**config.mk**
```make
export PLATFORM = sky130hd
export DESIGN_NAME = aidi_core
export DESIGN_NICKNAME = d
export VERILOG_FILES = /design/src/hdl/aidi_pkg.sv /design/src/hdl/aidi_core.sv
export SDC_FILE = /design/constraint.sdc
export NUM_CORES = 1
export LEC_CHECK = 0
export ABC_AREA = 1
export CORE_UTILIZATION = 40
export DETAILED_ROUTE_END_ITERATION = 10
export DONT_BUFFER_PORTS = 1
export PLACE_DENSITY = 0.65
export SKIP_CTS_REPAIR_TIMING = 1
export SLEW_MARGIN = 20
export SYNTH_ARGS = -nofsm -noshare
export SYNTH_HDL_FRONTEND = slang
export SYNTH_SLANG_ARGS = --single-unit
```
**constraint.sdc**
```tcl
create_clock -name i_clock -period 2.5 [get_ports i_clock]
set_input_delay 0.5 -clock i_clock [delete_from_list [all_inputs] [get_ports i_clock]]
set_output_delay 0.5 -clock i_clock [all_outputs]
set_load 0.01 [all_outputs]
```
**src/hdl/aidi_pkg.sv**
```systemverilog
// Purpose: Constants, record layout and state type for the analog input diagnostic and interrupt block.
// Assumes: 20 MHz system clock; four analog channels with 16-bit signed measured values.
// Notes:   Record byte indices are positions within the record read by the host.
//
// What this block does
// - Limit events raise hardware interrupts only while the hardware interrupt function is enabled.
// - Upper-limit flag byte holds channels 0-3 in bits 0-3, upper nibble reserved.
// - Lower-limit flag byte holds channels 0-3 in bits 0-3, bits 7-4 reserved.
// - Hardware interrupt record holds ticker low 16 bits captured when raised.
// - Keep a 32-bit microsecond ticker from zero, incrementing each microsecond, wrapping.
// - Upper flags, lower flags and timestamp of the interrupt record reset to zero.
// - Diagnostic interrupts are raised only while the diagnostic function is enabled.
// - On a new diagnostic cause signal incoming and offer the diagnostic record.
// - When the cause vanishes signal going automatically, without host action.
// - Events between incoming and going are discarded, not stored.
// - Module fault indicator lit from incoming until going.
// - Host may read the first four record bytes by a separate short access.
// - First byte: bits 0,1,2,3,4,7 report module, internal, external, channel, supply, parameter faults.
// - Fourth byte: bit 3 buffer overflow, bit 4 communication error, bit 6 lost hardware interrupt, rest reserved.
// - A lost hardware interrupt sets fourth byte bit 6 and raises a diagnostic interrupt.
// - Module byte reports class 0101b in bits 3-0 and bit 4 channel information.
// - Channel type byte reports 71h in bits 6-0.
// - Record reports 08h diagnostic bits per channel.
// - Record reports a channel count of 04h.
// - Limit 7FFFh upper or 8000h lower disables it; crossing an enabled limit interrupts.
// - Channel byte: bit 0 parameter, 4 wire break, 5 lost interrupt, 6 underflow, 7 overflow.

package aidi_pkg;

   localparam int unsigned CLOCK_HZ        = 20_000_000;
   localparam int unsigned TICK_US         = 1;
   localparam int unsigned CYCLES_PER_US   = CLOCK_HZ / 1_000_000 * TICK_US;

   localparam logic [15:0] LIMIT_UPPER_OFF = 16'h7fff;
   localparam logic [15:0] LIMIT_LOWER_OFF = 16'h8000;

   localparam logic [7:0]  RST_LIMIT_FLAGS = 8'h00;
   localparam logic [15:0] RST_TIMESTAMP   = 16'h0000;
   localparam logic [7:0]  MODULE_CLASS    = 8'h15;
   localparam logic [7:0]  CHANNEL_KIND    = 8'h71;
   localparam logic [7:0]  DIAG_BITS_PER_CH = 8'h08;
   localparam logic [7:0]  CHANNEL_COUNT   = 8'h04;
   localparam logic [7:0]  RESERVED_BYTE   = 8'h00;

   // Summary byte (first record byte) bit positions.
   localparam int unsigned SUM_MODULE_FAIL = 0;
   localparam int unsigned SUM_INTERNAL    = 1;
   localparam int unsigned SUM_EXTERNAL    = 2;
   localparam int unsigned SUM_CHANNEL     = 3;
   localparam int unsigned SUM_AUX_MISSING = 4;
   localparam int unsigned SUM_PARAM       = 7;
   // Fourth record byte bit positions.
   localparam int unsigned D4_BUF_OVF      = 3;
   localparam int unsigned D4_COMM_ERR     = 4;
   localparam int unsigned D4_HW_LOST      = 6;
   // Channel fault byte bit positions.
   localparam int unsigned CH_PARAM        = 0;
   localparam int unsigned CH_WIRE_BREAK   = 4;
   localparam int unsigned CH_HW_LOST      = 5;
   localparam int unsigned CH_UNDER        = 6;
   localparam int unsigned CH_OVER         = 7;

   // Record selectors and byte indices.
   localparam logic [1:0]  SEL_HW_RECORD   = 2'h0;
   localparam logic [1:0]  SEL_DIAG_SHORT  = 2'h1;
   localparam logic [1:0]  SEL_DIAG_FULL   = 2'h2;
   localparam logic [4:0]  HW_RECORD_LEN   = 5'h04;
   localparam logic [4:0]  DIAG_SHORT_LEN  = 5'h04;
   localparam logic [4:0]  DIAG_FULL_LEN   = 5'h14;
   localparam logic [4:0]  IDX_CHAN_FIRST  = 5'h08;
   localparam logic [4:0]  IDX_RSVD_FIRST  = 5'h0c;
   localparam logic [4:0]  IDX_TS_FIRST    = 5'h10;

   typedef enum logic [0:0]
   {
      DIAG_IDLE   = 1'b0,
      DIAG_ACTIVE = 1'b1
   } aidi_diag_state_t;

endpackage

```
**src/hdl/aidi_core.sv**
```systemverilog
// Purpose: Limit interrupts, diagnostic incoming/going lifecycle and record readout for a 4-channel analog input.
// Assumes: All fault and measurement inputs come from logic on the same clock.
// Notes:   Records are read one byte at a time through a request/answer port.

`timescale 1ns/10ps

module aidi_core
#(
   parameter int unsigned NUM_CH = 4
)
(
   input  wire logic                   i_clock,
   input  wire logic                   i_nrst,
   input  wire logic                   i_hw_irq_en,
   input  wire logic                   i_diag_irq_en,
   input  wire logic                   i_meas_valid,
   input  wire logic [1:0]             i_meas_chan,
   input  wire logic [15:0]            i_meas_value,
   input  wire logic [NUM_CH-1:0][15:0] i_upper_limit_value,
   input  wire logic [NUM_CH-1:0][15:0] i_lower_limit_value,
   input  wire logic                   i_hw_ack,
   input  wire logic [NUM_CH-1:0]      i_param_err,
   input  wire logic [NUM_CH-1:0]      i_wire_break,
   input  wire logic [NUM_CH-1:0]      i_range_under,
   input  wire logic [NUM_CH-1:0]      i_range_over,
   input  wire logic                   i_module_fail,
   input  wire logic                   i_internal_err,
   input  wire logic                   i_external_err,
   input  wire logic                   i_aux_missing,
   input  wire logic                   i_module_param_err,
   input  wire logic                   i_buf_overflow,
   input  wire logic                   i_comm_err,
   input  wire logic                   i_rd_req,
   input  wire logic [1:0]             i_rd_sel,
   input  wire logic [4:0]             i_rd_index,
   output logic                        o_hw_irq,
   output logic                        o_hw_pending,
   output logic                        o_diag_incoming,
   output logic                        o_diag_going,
   output logic                        o_module_fault_indicator,
   output logic                        o_rd_valid,
   output logic                        o_rd_error,
   output logic [7:0]                  o_rd_data,
   output logic [31:0]                 o_ticker
);

   // ----------------------------------------------------------------
   // Microsecond ticker
   // ----------------------------------------------------------------
   localparam logic [4:0] DIV_LAST = 5'(aidi_pkg::CYCLES_PER_US - 1);

   logic [4:0]  div_q;
   logic        us_tick;
   logic [31:0] ticker_q;

   assign us_tick = (div_q == DIV_LAST);

   always_ff @(posedge i_clock or negedge i_nrst)
   begin
      if (!i_nrst)
         div_q <= 5'h00;
      else if (us_tick)
         div_q <= 5'h00;
      else
         div_q <= div_q + 5'h01;
   end

   // Natural 32-bit overflow gives the wrap to zero.
   always_ff @(posedge i_clock or negedge i_nrst)
   begin
      if (!i_nrst)
         ticker_q <= 32'h0000_0000;
      else if (us_tick)
         ticker_q <= ticker_q + 32'h0000_0001;
   end

   assign o_ticker = ticker_q;

   // ----------------------------------------------------------------
   // Limit checking and hardware interrupt record
   // ----------------------------------------------------------------
   function automatic logic beyond_upper(input logic [15:0] value, input logic [15:0] limit);
      beyond_upper = (limit != aidi_pkg::LIMIT_UPPER_OFF) && ($signed(value) > $signed(limit));
   endfunction

   function automatic logic beyond_lower(input logic [15:0] value, input logic [15:0] limit);
      beyond_lower = (limit != aidi_pkg::LIMIT_LOWER_OFF) && ($signed(value) < $signed(limit));
   endfunction

   logic       hit_over;
   logic       hit_under;
   logic       limit_event;
   logic [7:0] chan_bit;
   logic [7:0] limit_over_flags_q;
   logic [7:0] limit_under_flags_q;
   logic [15:0] interrupt_timestamp_q;
   logic       pending_q;
   logic [NUM_CH-1:0] hw_lost_q;

   assign hit_over    = beyond_upper(i_meas_value, i_upper_limit_value[i_meas_chan]);
   assign hit_under   = beyond_lower(i_meas_value, i_lower_limit_value[i_meas_chan]);
   assign limit_event = i_meas_valid && i_hw_irq_en && (hit_over || hit_under);
   assign chan_bit    = 8'h01 << i_meas_chan;

   // A new event while the previous record is still unacknowledged cannot be delivered.
   always_ff @(posedge i_clock or negedge i_nrst)
   begin
      if (!i_nrst)
      begin
         limit_over_flags_q    <= aidi_pkg::RST_LIMIT_FLAGS;
         limit_under_flags_q   <= aidi_pkg::RST_LIMIT_FLAGS;
         interrupt_timestamp_q <= aidi_pkg::RST_TIMESTAMP;
      end
      else if (limit_event && !pending_q)
      begin
         limit_over_flags_q    <= hit_over ? chan_bit : 8'h00;
         limit_under_flags_q   <= hit_under ? chan_bit : 8'h00;
         interrupt_timestamp_q <= ticker_q[15:0];
      end
   end

   always_ff @(posedge i_clock or negedge i_nrst)
   begin
      if (!i_nrst)
         pending_q <= 1'b0;
      else if (limit_event && !pending_q)
         pending_q <= 1'b1;
      else if (i_hw_ack)
         pending_q <= 1'b0;
   end

   always_ff @(posedge i_clock or negedge i_nrst)
   begin
      if (!i_nrst)
         o_hw_irq <= 1'b0;
      else
         o_hw_irq <= limit_event && !pending_q;
   end

   assign o_hw_pending = pending_q;

   // Set wins over the acknowledge that clears the lost flags.
   always_ff @(posedge i_clock or negedge i_nrst)
   begin
      if (!i_nrst)
         hw_lost_q <= '0;
      else if (limit_event && pending_q)
         hw_lost_q <= hw_lost_q | chan_bit[NUM_CH-1:0];
      else if (i_hw_ack)
         hw_lost_q <= '0;
   end

   // ----------------------------------------------------------------
   // Live diagnostic bytes
   // ----------------------------------------------------------------
   logic [NUM_CH-1:0][7:0] chan_live;
   logic [7:0] chan_summary_live;
   logic [7:0] summary_live;
   logic [7:0] fourth_live;
   logic       cause_live;

   for (genvar c = 0; c < NUM_CH; c++)
   begin : g_chan
      always_comb
      begin
         chan_live[c]                         = 8'h00;
         chan_live[c][aidi_pkg::CH_PARAM]      = i_param_err[c];
         chan_live[c][aidi_pkg::CH_WIRE_BREAK] = i_wire_break[c];
         chan_live[c][aidi_pkg::CH_HW_LOST]    = hw_lost_q[c];
         chan_live[c][aidi_pkg::CH_UNDER]      = i_range_under[c];
         chan_live[c][aidi_pkg::CH_OVER]       = i_range_over[c];
      end
   end

   // One process owns the whole summary byte so that no bit has two writers.
   always_comb
   begin
      chan_summary_live = 8'h00;
      for (int k = 0; k < NUM_CH; k++)
         chan_summary_live[k] = |chan_live[k];
   end

   always_comb
   begin
      summary_live                            = 8'h00;
      summary_live[aidi_pkg::SUM_MODULE_FAIL] = i_module_fail;
      summary_live[aidi_pkg::SUM_INTERNAL]    = i_internal_err;
      summary_live[aidi_pkg::SUM_EXTERNAL]    = i_external_err;
      summary_live[aidi_pkg::SUM_CHANNEL]     = |chan_summary_live;
      summary_live[aidi_pkg::SUM_AUX_MISSING] = i_aux_missing;
      summary_live[aidi_pkg::SUM_PARAM]       = i_module_param_err;
      fourth_live                             = 8'h00;
      fourth_live[aidi_pkg::D4_BUF_OVF]       = i_buf_overflow;
      fourth_live[aidi_pkg::D4_COMM_ERR]      = i_comm_err;
      fourth_live[aidi_pkg::D4_HW_LOST]       = |hw_lost_q;
   end

   assign cause_live = (summary_live != 8'h00) || (fourth_live != 8'h00);

   // ----------------------------------------------------------------
   // Diagnostic lifecycle and frozen record
   // ----------------------------------------------------------------
   aidi_pkg::aidi_diag_state_t state_q;
   logic [7:0]             diag_summary_first_q;
   logic [7:0]             diag_summary_fourth_q;
   logic [7:0]             channel_fault_summary_q;
   logic [NUM_CH-1:0][7:0] chan_fault_byte_q;
   logic [31:0]            diag_timestamp_q;
   logic                   go_in;
   logic                   go_out;

   assign go_in  = (state_q == aidi_pkg::DIAG_IDLE) && cause_live && i_diag_irq_en;
   assign go_out = (state_q == aidi_pkg::DIAG_ACTIVE) && !cause_live;

   always_ff @(posedge i_clock or negedge i_nrst)
   begin
      if (!i_nrst)
         state_q <= aidi_pkg::DIAG_IDLE;
      else
      begin
         case (state_q)
            aidi_pkg::DIAG_IDLE:
               if (go_in)
                  state_q <= aidi_pkg::DIAG_ACTIVE;
            aidi_pkg::DIAG_ACTIVE:
               if (go_out)
                  state_q <= aidi_pkg::DIAG_IDLE;
            default:
               state_q <= aidi_pkg::DIAG_IDLE;
         endcase
      end
   end

   // The record is captured once at incoming; later changes are not stored, not even at going.
   always_ff @(posedge i_clock or negedge i_nrst)
   begin
      if (!i_nrst)
      begin
         diag_summary_first_q    <= 8'h00;
         diag_summary_fourth_q   <= 8'h00;
         channel_fault_summary_q <= 8'h00;
         chan_fault_byte_q       <= '0;
         diag_timestamp_q        <= 32'h0000_0000;
      end
      else if (go_in)
      begin
         diag_summary_first_q    <= summary_live;
         diag_summary_fourth_q   <= fourth_live;
         channel_fault_summary_q <= chan_summary_live;
         chan_fault_byte_q       <= chan_live;
         diag_timestamp_q        <= ticker_q;
      end
   end

   always_ff @(posedge i_clock or negedge i_nrst)
   begin
      if (!i_nrst)
      begin
         o_diag_incoming <= 1'b0;
         o_diag_going    <= 1'b0;
      end
      else
      begin
         o_diag_incoming <= go_in;
         o_diag_going    <= go_out;
      end
   end

   assign o_module_fault_indicator = (state_q == aidi_pkg::DIAG_ACTIVE);

   // ----------------------------------------------------------------
   // Record readout
   // ----------------------------------------------------------------
   logic [7:0] diag_byte;
   logic [7:0] hw_byte;
   logic [4:0] rd_len;
   logic [4:0] rel_idx;

   assign rel_idx = i_rd_index - aidi_pkg::IDX_TS_FIRST;

   always_comb
   begin
      case (i_rd_index)
         5'h00:   diag_byte = diag_summary_first_q;
         5'h01:   diag_byte = aidi_pkg::MODULE_CLASS;
         5'h02:   diag_byte = aidi_pkg::RESERVED_BYTE;
         5'h03:   diag_byte = diag_summary_fourth_q;
         5'h04:   diag_byte = aidi_pkg::CHANNEL_KIND;
         5'h05:   diag_byte = aidi_pkg::DIAG_BITS_PER_CH;
         5'h06:   diag_byte = aidi_pkg::CHANNEL_COUNT;
         5'h07:   diag_byte = channel_fault_summary_q;
         5'h08, 5'h09, 5'h0a, 5'h0b:
                  diag_byte = chan_fault_byte_q[i_rd_index[1:0]];
         5'h10, 5'h11, 5'h12, 5'h13:
                  diag_byte = diag_timestamp_q[rel_idx[1:0]*8 +: 8];
         default: diag_byte = aidi_pkg::RESERVED_BYTE;
      endcase
      case (i_rd_index[1:0])
         2'h0:    hw_byte = limit_over_flags_q;
         2'h1:    hw_byte = limit_under_flags_q;
         2'h2:    hw_byte = interrupt_timestamp_q[15:8];
         default: hw_byte = interrupt_timestamp_q[7:0];
      endcase
      case (i_rd_sel)
         aidi_pkg::SEL_HW_RECORD:  rd_len = aidi_pkg::HW_RECORD_LEN;
         aidi_pkg::SEL_DIAG_SHORT: rd_len = aidi_pkg::DIAG_SHORT_LEN;
         aidi_pkg::SEL_DIAG_FULL:  rd_len = aidi_pkg::DIAG_FULL_LEN;
         default:                  rd_len = 5'h00;
      endcase
   end

   always_ff @(posedge i_clock or negedge i_nrst)
   begin
      if (!i_nrst)
      begin
         o_rd_valid <= 1'b0;
         o_rd_error <= 1'b0;
         o_rd_data  <= 8'h00;
      end
      else
      begin
         o_rd_valid <= i_rd_req;
         o_rd_error <= i_rd_req && (i_rd_index >= rd_len);
         if (i_rd_req)
         begin
            if (i_rd_index >= rd_len)
               o_rd_data <= 8'h00;
            else if (i_rd_sel == aidi_pkg::SEL_HW_RECORD)
               o_rd_data <= hw_byte;
            else
               o_rd_data <= diag_byte;
         end
      end
   end
endmodule

```
==> results of run 1 <==
-- cell usage after synthesis --
cell and count:
a2111oi_0 1, a211oi_1 8, a211oi_2 6, a21oi_1 40
a221oi_1 6, a22o_1 6, a22oi_1 40, a31oi_1 3
a32o_1 1, a41oi_1 2, and2_1 1, buf_1 2
buf_2 7, buf_6 3, clkbuf_1 28, clkinv_1 4
dfrtp_1 145, ha_1 35, inv_1 105, inv_2 4
nand2_1 340, nand2_2 1, nand2_4 1, nand3_1 29
nand3_2 1, nand3_4 1, nand3b_1 2, nand3b_2 1
nand4_1 37, nor2_1 74, nor3_1 17, nor4_1 16
o211ai_1 1, o21a_1 1, o21ai_0 54, o21ai_1 3
o221a_2 1, o311ai_0 2, o31ai_1 4, o32ai_1 1
o41ai_1 1, xnor2_1 1, xor2_1 31
-- worst max-delay path, stage by stage --
cell and delay [ps]:
nor2_4 200, buf_12 180, buf_4 120, a22oi_1 80
nand2_1 140, inv_2 70, ha_4 270, nand2_1 70
nor3_2 230, nand2_1 110, nand4_1 80, nand2_1 60
nand3b_4 170, nand2_4 100, nand3_4 130, clkbuf_16 210
nand2_1 80, nand2_1 50
-- metrics by stage --
| step | hold slack (ps) | instance area [µm²] | worst slack (ps) | utilization, % |
|---|---|---|---|---|
| after CTS | -240 | 9880 | 66.3 | 48.7 |
| after floorplan | 204 | 8420 | -98.1 | - |
| after global routing | -241 | 10300 | -192 | 50.7 |
| after global placement | 207 | 9320 | -308 | 45.9 |
| final | -227 | 10300 | -49.2 | 50.7 |
| after detailed placement | 208 | 9320 | -375 | 45.9 |
-- logic make-up (layout without fill, tap and decap cells) --
group,after synthesis,count (layout),share of synthesized area [%]
and+or+nand+nor,521,521,26.4
AOI/OAI and AO/OA,181,181,14.1
buffers and inverters,153,241,7.28
DFF,145,145,43.6
adders and majority gates,35,35,5.26
xor gates and xnor gates,32,32,3.37
-- worst paths after layout --
path / end / cells after the start / slack, ps / startpoint
min: diag_summary_first_q[0]$_DFFE_PN0P_ / 0 / -230 / i_nrst
max: interrupt_timestamp_q[4]$_DFFE_PN0P_ / 18 / -50 / i_meas_chan[0]
max in group asynchronous: limit_over_flags_q[0]$_DFFE_PN0P_ / 0 / 2530 / i_nrst
max reg2reg: o_ticker[29]$_DFFE_PN0N_ / 11 / 180 / div_q[0]$_DFF_PN0_
min reg2reg: interrupt_timestamp_q[12]$_DFFE_PN0P_ / 2 / 470 / interrupt_timestamp_q[12]$_DFFE_PN0P_
min in group i_clock: o_rd_valid$_DFF_PN0_ / 0 / 100 / i_rd_req
-- power groups by stage --
stage	registers [mW]	clock network (mW)	logic, mW
after floorplan	2.59	0	0.581
after global placement	2.63	0	0.856
after detailed placement	2.62	0	0.877
after CTS	2.59	2.48	0.882
after global routing	2.61	2.57	1.12
final	2.60	2.44	1.00
-- per-layer routing --
| layer | part of all wire (%) | GRT usage [%] | up-vias |
|---|---|---|---|
| met4 | 2.2 | 7.50 | 0 |
| met5 | 0 | 0 | - |
| met2 | 48 | 40.2 | 322 |
| li1 | - | - | 3719 |
| met1 | 42 | 30.3 | 3698 |
| met3 | 8.0 | 5.78 | 34 |
-- state kept, by name, summed over array words and instances, names as in the netlist --
| name | count |
|---|---|
| limit_under_flags_q | 4 |
| chan_fault_byte_q | 20 |
| hw_lost_q | 4 |
| o_diag_going | 1 |
| o_rd_data | 8 |
| o_rd_valid | 1 |
| limit_over_flags_q | 4 |
| interrupt_timestamp_q | 16 |
| div_q | 5 |
| o_module_fault_indicator | 1 |
| o_ticker | 32 |
| diag_timestamp_q | 32 |
| diag_summary_first_q | 6 |
| o_hw_irq | 1 |
| diag_summary_fourth_q | 3 |
| o_diag_incoming | 1 |
| o_rd_error | 1 |
| channel_fault_summary_q | 4 |
| o_hw_pending | 1 |
-- final cells by class --
cell class	instances	area (µm²)	share of cell area (%)
inverter	113	439	4.26
tap	270	338	3.28
sequential	145	3630	35.2
clock inverter	10	114	1.11
multi-input combinational	769	4410	42.8
clock buffer	20	447	4.34
timing repair buffer	98	922	8.95
==> results.sh, run 1 <==
export IMPL_grt_pass1_wl_um=39800
export IMPL_finalClockSkew_ps=8.46
export IMPL_grt_use_total_pct=23.9
export IMPL_core_area_um2=20300
export IMPL_hold_viol=145
export IMPL_clockPowerShare_pct=40.4
export IMPL_relSlewSlack_pct=67.6
export IMPL_synthDistinctLibCells=43
export IMPL_grt_pass1_vias=7598
export IMPL_switching_power_mw=1.62
export IMPL_fp_dieH_um=146
export IMPL_viasPerCell=5.45
export IMPL_first_pass_iters=5
export IMPL_max_freq_ghz=0.392
export IMPL_clock_latency_ps=420
export IMPL_combinationalPowerShare_pct=16.6
export IMPL_synth_seq_cells=145
export IMPL_period_minus_slack_ps=2550
export IMPL_vias=7773
export IMPL_avgRoutedWirePerCell_um=18.1
export IMPL_antenna_found_initial=0
export IMPL_setup_tns_ps=-224
export IMPL_syn_instance_count=1067
export IMPL_holdWs_ps=-227
export IMPL_gp_congestion=0.919
export IMPL_synth_top_cell_area_share_pct=43.6
export IMPL_fin_cells=1425
export IMPL_start_util_pct=41.0
export IMPL_nets=1362
export IMPL_worst_slew_pin_transition_ps=485
export IMPL_seqPwrFrac_pct=43.0
export IMPL_dp_cells=1387
export IMPL_ant_nets=0
export IMPL_n_fill_cell=1960
export IMPL_clockRootBuffer="clkbuf_16"
export IMPL_io_buffer_count=0
export IMPL_dp_hpwl_um=18900
export IMPL_drive_gt1_share_pct=17.7
export IMPL_final_cell_mix="nand2_1, dfrtp_1, inv_1, buf_4, nor2_1"
export IMPL_path_max_fanout=11
export IMPL_p_int_mw=4.42
export IMPL_cts_buffers=17
export IMPL_syn2layout_area_growth_pct=23.8
export IMPL_setup_viol=13
export IMPL_worstSetupStartpointType="primary input"
export IMPL_syn_avg_cell_area_um2=7.80
export IMPL_grt_max_degree=146
export IMPL_status="finished, violations left"
export IMPL_yosysTopAreaCell="dfrtp_1"
export IMPL_finalWorstSetupSlack_ps=-49.2
export IMPL_cts_reportedPaths_clkPinSlew_ps=60
export IMPL_cts_tree="built"
export IMPL_swShare_pct=26.9
export IMPL_finalPower_mw=6.04
export IMPL_synth_area_leaders="dfrtp_1, nand2_1, ha_1"
export IMPL_yosysWarnings=0
export IMPL_synth_seq_area_share_pct=43.6
export IMPL_cts_max_level=4
export IMPL_syn_area_um2=8320
export IMPL_wl_um=25800
export IMPL_arrival_ps=2860
export IMPL_maxSlewViolCount=0
export IMPL_n_antenna_cell=0
export IMPL_leakage_nw=5.00
export IMPL_layout_commonest_cell="nand2_1"
export IMPL_crit_required_ps=2810
export IMPL_ir_drop_mv=0.377
export IMPL_finalCritPeriodShare_pct=102
export IMPL_grt_setup_unrepaired="true"
export IMPL_max_cap_violations=0
export IMPL_syn_num_nets=1285
export IMPL_p_per_area_nw_per_um2=587
export IMPL_cts_buffer_depth=2
export IMPL_clock_sinks=145
export IMPL_drtIter0Drc=666
export IMPL_die_area_um2=21400
export IMPL_drc=0
export IMPL_violations="negative hold slack, negative setup slack"
export IMPL_ios=230
export IMPL_fp_row_count=52
export IMPL_worstSetupEndpointType="flip-flop"
export IMPL_critical_path_class="in2reg"
export IMPL_die_w_um=146
export IMPL_hold_class="in2async"
export IMPL_grt_overflow=0
(Power assumes the default switching activity.)
==> run 2: changes to the inputs <==
- SETUP_SLACK_MARGIN: unset -> 0.05
- TNS_END_PERCENT: unset -> 10
==> run 2 against run 1 <==
The run ends with negative hold slack left; sequential power hardly changed; die area stayed put; combinational power hardly changed; first-iteration DRC count is 23% lower; via count is 0.35% higher; non-clock buffer count is 5 higher; hold slack better by 1.9 ps.
==> results.sh, run 2 (same netlist as run 1, synthesis figures left out) <==
export IMPL_nets=1370
export IMPL_gp_congestion=0.978
export IMPL_first_pass_iters=8
export IMPL_drive_gt1_share_pct=16.7
export IMPL_wl_um=26300
export IMPL_grt_use_total_pct=24.0
export IMPL_violations="negative hold slack"
export IMPL_die_area_um2=21400
export IMPL_period_minus_slack_ps=2450
export IMPL_io_buffer_count=0
export IMPL_vias=7800
export IMPL_grt_pass1_wl_um=39900
export IMPL_worst_slew_pin_transition_ps=674
export IMPL_status="finished, violations left"
export IMPL_cts_buffer_depth=2
export IMPL_seq_area_um2=3630
export IMPL_ir_drop_mv=0.459
export IMPL_ios=230
export IMPL_fp_dieH_um=146
export IMPL_maxSlewViolCount=0
export IMPL_layout_commonest_cell="nand2_1"
export IMPL_r2r_start="div_q[0]$_DFF_PN0_"
export IMPL_cts_reportedPaths_clkPinSlew_ps=60
export IMPL_relSlewSlack_pct=54.8
export IMPL_clock_sinks=145
export IMPL_worstSetupStartpointType="primary input"
export IMPL_max_freq_ghz=0.408
export IMPL_arrival_ps=2750
export IMPL_finalCritPeriodShare_pct=98.1
export IMPL_hold_class="in2async"
export IMPL_avgRoutedWirePerCell_um=18.3
export IMPL_leakage_nw=5.03
export IMPL_grt_pass1_vias=7463
export IMPL_syn2layout_area_growth_pct=24.6
export IMPL_cts_tree="built"
export IMPL_holdWs_ps=-225
export IMPL_critical_path_class="in2reg"
export IMPL_start_util_pct=41.0
export IMPL_finish_utilization_pct=51.1
export IMPL_drtIter0Drc=516
export IMPL_cp_endpoint="limit_under_flags_q[3]$_DFFE_PN0P_"
export IMPL_grt_overflow=0
export IMPL_n_fill_cell=1943
export IMPL_grt_setup_unrepaired="true"
export IMPL_rrSetupSlack_ps=180
export IMPL_fp_row_count=52
export IMPL_multi_input_area_um2=4390
export IMPL_cts_buffers=17
export IMPL_reg2reg_to="o_ticker[30]$_DFFE_PN0N_"
export IMPL_die_w_um=146
export IMPL_setup_tns_ps=0
export IMPL_core_area_um2=20300
export IMPL_finalClockSkew_ps=7.67
export IMPL_final_cell_mix="nand2_1, dfrtp_1, inv_1, buf_4, nor2_1"
export IMPL_max_cap_violations=0
export IMPL_cts_max_level=4
export IMPL_drc=0
export IMPL_crit_required_ps=2790
export IMPL_ant_nets=0
export IMPL_p_per_area_nw_per_um2=623
export IMPL_viasPerCell=5.43
export IMPL_setup_viol=0
export IMPL_antenna_found_initial=2
export IMPL_hold_viol=145
export IMPL_cp_startpoint="i_meas_chan[1]"
export IMPL_path_max_fanout=7
export IMPL_grt_max_degree=146
export IMPL_clockRootBuffer="clkbuf_16"
export IMPL_dp_hpwl_um=19200
export IMPL_worstSetupEndpointType="flip-flop"
export IMPL_reg2reg_depth=12
export IMPL_clock_latency_ps=420
==> run 2: where the power goes <==
part           total, mW  switching, mW  internal [mW]
Sequential          2.59         0.0976           2.49
Combinational       1.02          0.577          0.440
Clock               2.85          0.989           1.86
==> run 2: worst min path at each step <==
| stage | startpoint | end | slack, ps | depth (start not counted) |
|---|---|---|---|---|
| 6_report | i_nrst | chan_fault_byte_q[4]$_DFFE_PN0P_ | -230 | 0 |
| 5_1_grt | i_nrst | chan_fault_byte_q[4]$_DFFE_PN0P_ | -250 | 0 |
| 4_1_cts | i_nrst | o_diag_going$_DFF_PN0_ | -240 | 0 |
| 3_5_place_dp | i_nrst | chan_fault_byte_q[0]$_DFFE_PN0P_ | 210 | 0 |
| 3_3_place_gp | i_nrst | o_diag_going$_DFF_PN0_ | 210 | 0 |
| 2_1_floorplan | i_nrst | chan_fault_byte_q[0]$_DFFE_PN0P_ | 200 | 0 |
==> run 2: cell type report <==
type	count	area share, %
inverter	113	4.31
clock buffer	17	4.10
timing repair buffer	103	8.63
multi-input combinational	772	42.3
clock inverter	14	2.29
sequential	145	35.0
tap	270	3.26
antenna	2	0.0483
==> run 2: worst max-delay path, stage by stage <==
cell and delay, ps:
nor2_4 190, buf_12 160, buf_4 130, a22oi_1 80, nand3_1 160, inv_1 70
ha_1 300, nand4_1 170, o221a_4 290, nand3_2 100, nand3_4 110, nand2_8 140
nand3_4 150, nand2_1 130, nand2_1 70
==> run 2: routing by layer <==
layer | GRT usage [%] | share of wire [%] | vias to the layer above
li1 | - | - | 3747
met1 | 30.5 | 42 | 3705
met2 | 40.0 | 49 | 317
met3 | 5.28 | 6.9 | 31
met4 | 8.44 | 2.1 | 0
met5 | 0 | 0 | -
==> run 2: per-stage QoR <==
stage	setup slack, ps	total power, mW	hold WS (ps)	instances	instance area (µm²)
floorplan	-98.1	3.17	204	1067	8420
global placement	-466	3.47	208	1390	9280
detailed placement	-543	3.49	207	1390	9280
CTS	-135	6.35	-241	1421	9950
global route	-108	6.73	-246	1436	10400
finish	46.4	6.46	-225	1436	10400
==> run 3: changes to the inputs <==
- ABC_AREA: 1 -> unset
==> run 3 against run 2 <==
The run ends with negative hold slack, negative setup slack left; hold slack lost 2.4 ps; final cell count shrank 30%; clock power shrank 4%.
==> results.sh, run 3 <==
export IMPL_clock_latency_ps=420
export IMPL_synth_top_cell_area_share_pct=43.8
export IMPL_worstSetupEndpointType="flip-flop"
export IMPL_yosysMostFrequentCell="dfrtp_1"
export IMPL_nets=934
export IMPL_avgRoutedWirePerCell_um=20.8
export IMPL_ys_flop_type="dfrtp_1"
export IMPL_syn_avg_cell_area_um2=12.0
export IMPL_synth_edf_count=0
export IMPL_holdWs_ps=-228
export IMPL_die_area_um2=21300
export IMPL_place_area_um2=8750
export IMPL_cts_buffer_depth=2
export IMPL_wl_met2_um=10600
export IMPL_finalPower_mw=5.99
export IMPL_ios=230
export IMPL_critical_path_class="in2reg"
export IMPL_syn_num_nets=911
export IMPL_core_area_um2=20300
export IMPL_leakage_nw=4.27
export IMPL_final_cell_mix="dfrtp_1, mux2_2, inv_1, mux4_2, nand2_1"
export IMPL_grt_pass1_vias=5789
export IMPL_fp_row_count=52
export IMPL_wl_um=20900
export IMPL_die_w_um=146
export IMPL_cpPeakStageDelay_ps=500
export IMPL_drive_gt1_share_pct=29.2
export IMPL_synth_area_leaders="dfrtp_1, mux4_2, mux2_2"
export IMPL_finalWorstSetupSlack_ps=-99.6
export IMPL_finalClockSkew_ps=6.59
export IMPL_r2r_start="div_q[0]$_DFF_PN0_"
export IMPL_crit_required_ps=2800
export IMPL_finalCritPeriodShare_pct=104
export IMPL_maxSlewViolCount=0
export IMPL_vias=5689
export IMPL_p_per_area_nw_per_um2=627
export IMPL_finish_utilization_pct=47.0
export IMPL_fin_area_um2=9550
export IMPL_yosysTopAreaCell="dfrtp_1"
export IMPL_start_util_pct=40.8
export IMPL_clockRootBuffer="clkbuf_16"
export IMPL_cpMaxStageDelayCell="mux4_2"
export IMPL_grt_overflow=0
export IMPL_worstSetupStartpointType="primary input"
export IMPL_grt_pass1_wl_um=31900
export IMPL_period_minus_slack_ps=2600
export IMPL_synth_seq_area_share_pct=43.8
export IMPL_grt_setup_unrepaired="true"
export IMPL_ir_drop_mv=0.521
export IMPL_cp_startpoint="i_meas_chan[0]"
export IMPL_syn_area_um2=8290
export IMPL_highest_layer="met4"
export IMPL_yosysWarnings=0
export IMPL_grt_use_total_pct=19.5
export IMPL_grt_max_degree=146
export IMPL_violations="negative hold slack, negative setup slack"
export IMPL_wl_met1_um=8070
export IMPL_critical_path_cell_chain="mux4_2 > inv_2 > ha_1 > a21o_1 > a221oi_2 > o211ai_1 > o211ai_2 > inv_4 > o21a_4 > clkbuf_16 > mux2_4"
export IMPL_arrival_ps=2900
export IMPL_fp_dieH_um=146
export IMPL_gp_congestion=0.851
export IMPL_hold_viol=145
export IMPL_ant_nets=0
export IMPL_ys_top_cells_by_count="dfrtp_1, mux2_2, inv_1"
export IMPL_cts_max_level=4
export IMPL_drtIter0Drc=338
export IMPL_max_freq_ghz=0.385
export IMPL_path_max_fanout=41
export IMPL_io_buffer_count=0
export IMPL_cts_tree="built"
export IMPL_synth_seq_cells=145
export IMPL_syn_instance_count=693
export IMPL_viasPerCell=5.66
export IMPL_antenna_found_initial=6
export IMPL_syn2layout_area_growth_pct=15.3
export IMPL_drc=0
export IMPL_max_cap_violations=0
export IMPL_synthDistinctLibCells=49
export IMPL_first_pass_iters=6
export IMPL_worst_slew_pin_transition_ps=736
export IMPL_synthArstFlopShare_pct=100
export IMPL_setup_viol=21
export IMPL_dp_hpwl_um=15600
export IMPL_cts_buffers=17
export IMPL_met3_length_um=1610
export IMPL_relSlewSlack_pct=50.7
export IMPL_status="finished, violations left"
export IMPL_clock_sinks=145
export IMPL_hold_class="in2async"
export IMPL_layout_commonest_cell="dfrtp_1"
export IMPL_cts_reportedPaths_clkPinSlew_ps=60
[run 3: final cells by class]
cell class | instances | area, µm²
clock buffers | 20 | 467
clock inverters | 12 | 179
flip-flops and latches | 145 | 3630
inverters | 56 | 213
diodes | 6 | 15.0
multi-input cells | 459 | 4350
repair buffers | 37 | 358
well taps | 270 | 338
fillers | 1852 | 10800
[run 3: layer usage]
metal,up-vias,track usage (%)
met5,-,0
met3,42,5.61
met4,0,8.63
met2,222,34.1
li1,2619,-
met1,2806,22.2
[run 3: path summary, 6_finish.rpt]
check / endpoint / slack [ps] / cells past startpoint
max in group asynchronous: o_hw_irq$_DFF_PN0_ / 2500 / 0
min: o_diag_going$_DFF_PN0_ / -230 / 0
max: limit_over_flags_q[0]$_DFFE_PN0P_ / -100 / 11
min in group i_clock: o_rd_valid$_DFF_PN0_ / 110 / 0
max reg2reg: o_ticker[31]$_DFFE_PN0N_ / 220 / 10
min reg2reg: chan_fault_byte_q[21]$_DFFE_PN0P_ / 480 / 2
[run 3: logic make-up after synthesis]
family,Yosys count,synth area share [%]
AOI/OAI and AO/OA,99,7.11
xor gates and xnor gates,33,3.49
DFF,145,43.8
buffers and inverters,89,4.85
muxes,130,25.1
adders and majority gates,35,5.29
and+or+nand+nor,162,10.3
[run 3: where the power goes]
| part | switching, mW | internal [mW] |
|---|---|---|
| Clock | 0.984 | 1.75 |
| Sequential | 0.0742 | 2.46 |
| Combinational | 0.304 | 0.417 |
| Total | 1.36 | 4.63 |
[run 3: per-stage QoR]
stage	hold WS [ps]	setup TNS, ps	setup slack, ps	cells
after floorplan	204	-18390	-729	693
after global placement	207	-13570	-545	963
after detailed placement	206	-14690	-582	963
after CTS	-246	-2100	-129	995
after global routing	-248	-3780	-192	1005
final	-228	-1580	-99.6	1005
[run 3: critical path: cells and delay by family]
family	cells	cell delay [ps]
compound gates	5	1080
fa+ha+maj	1	230
buf+inv	3	290
mux	2	790
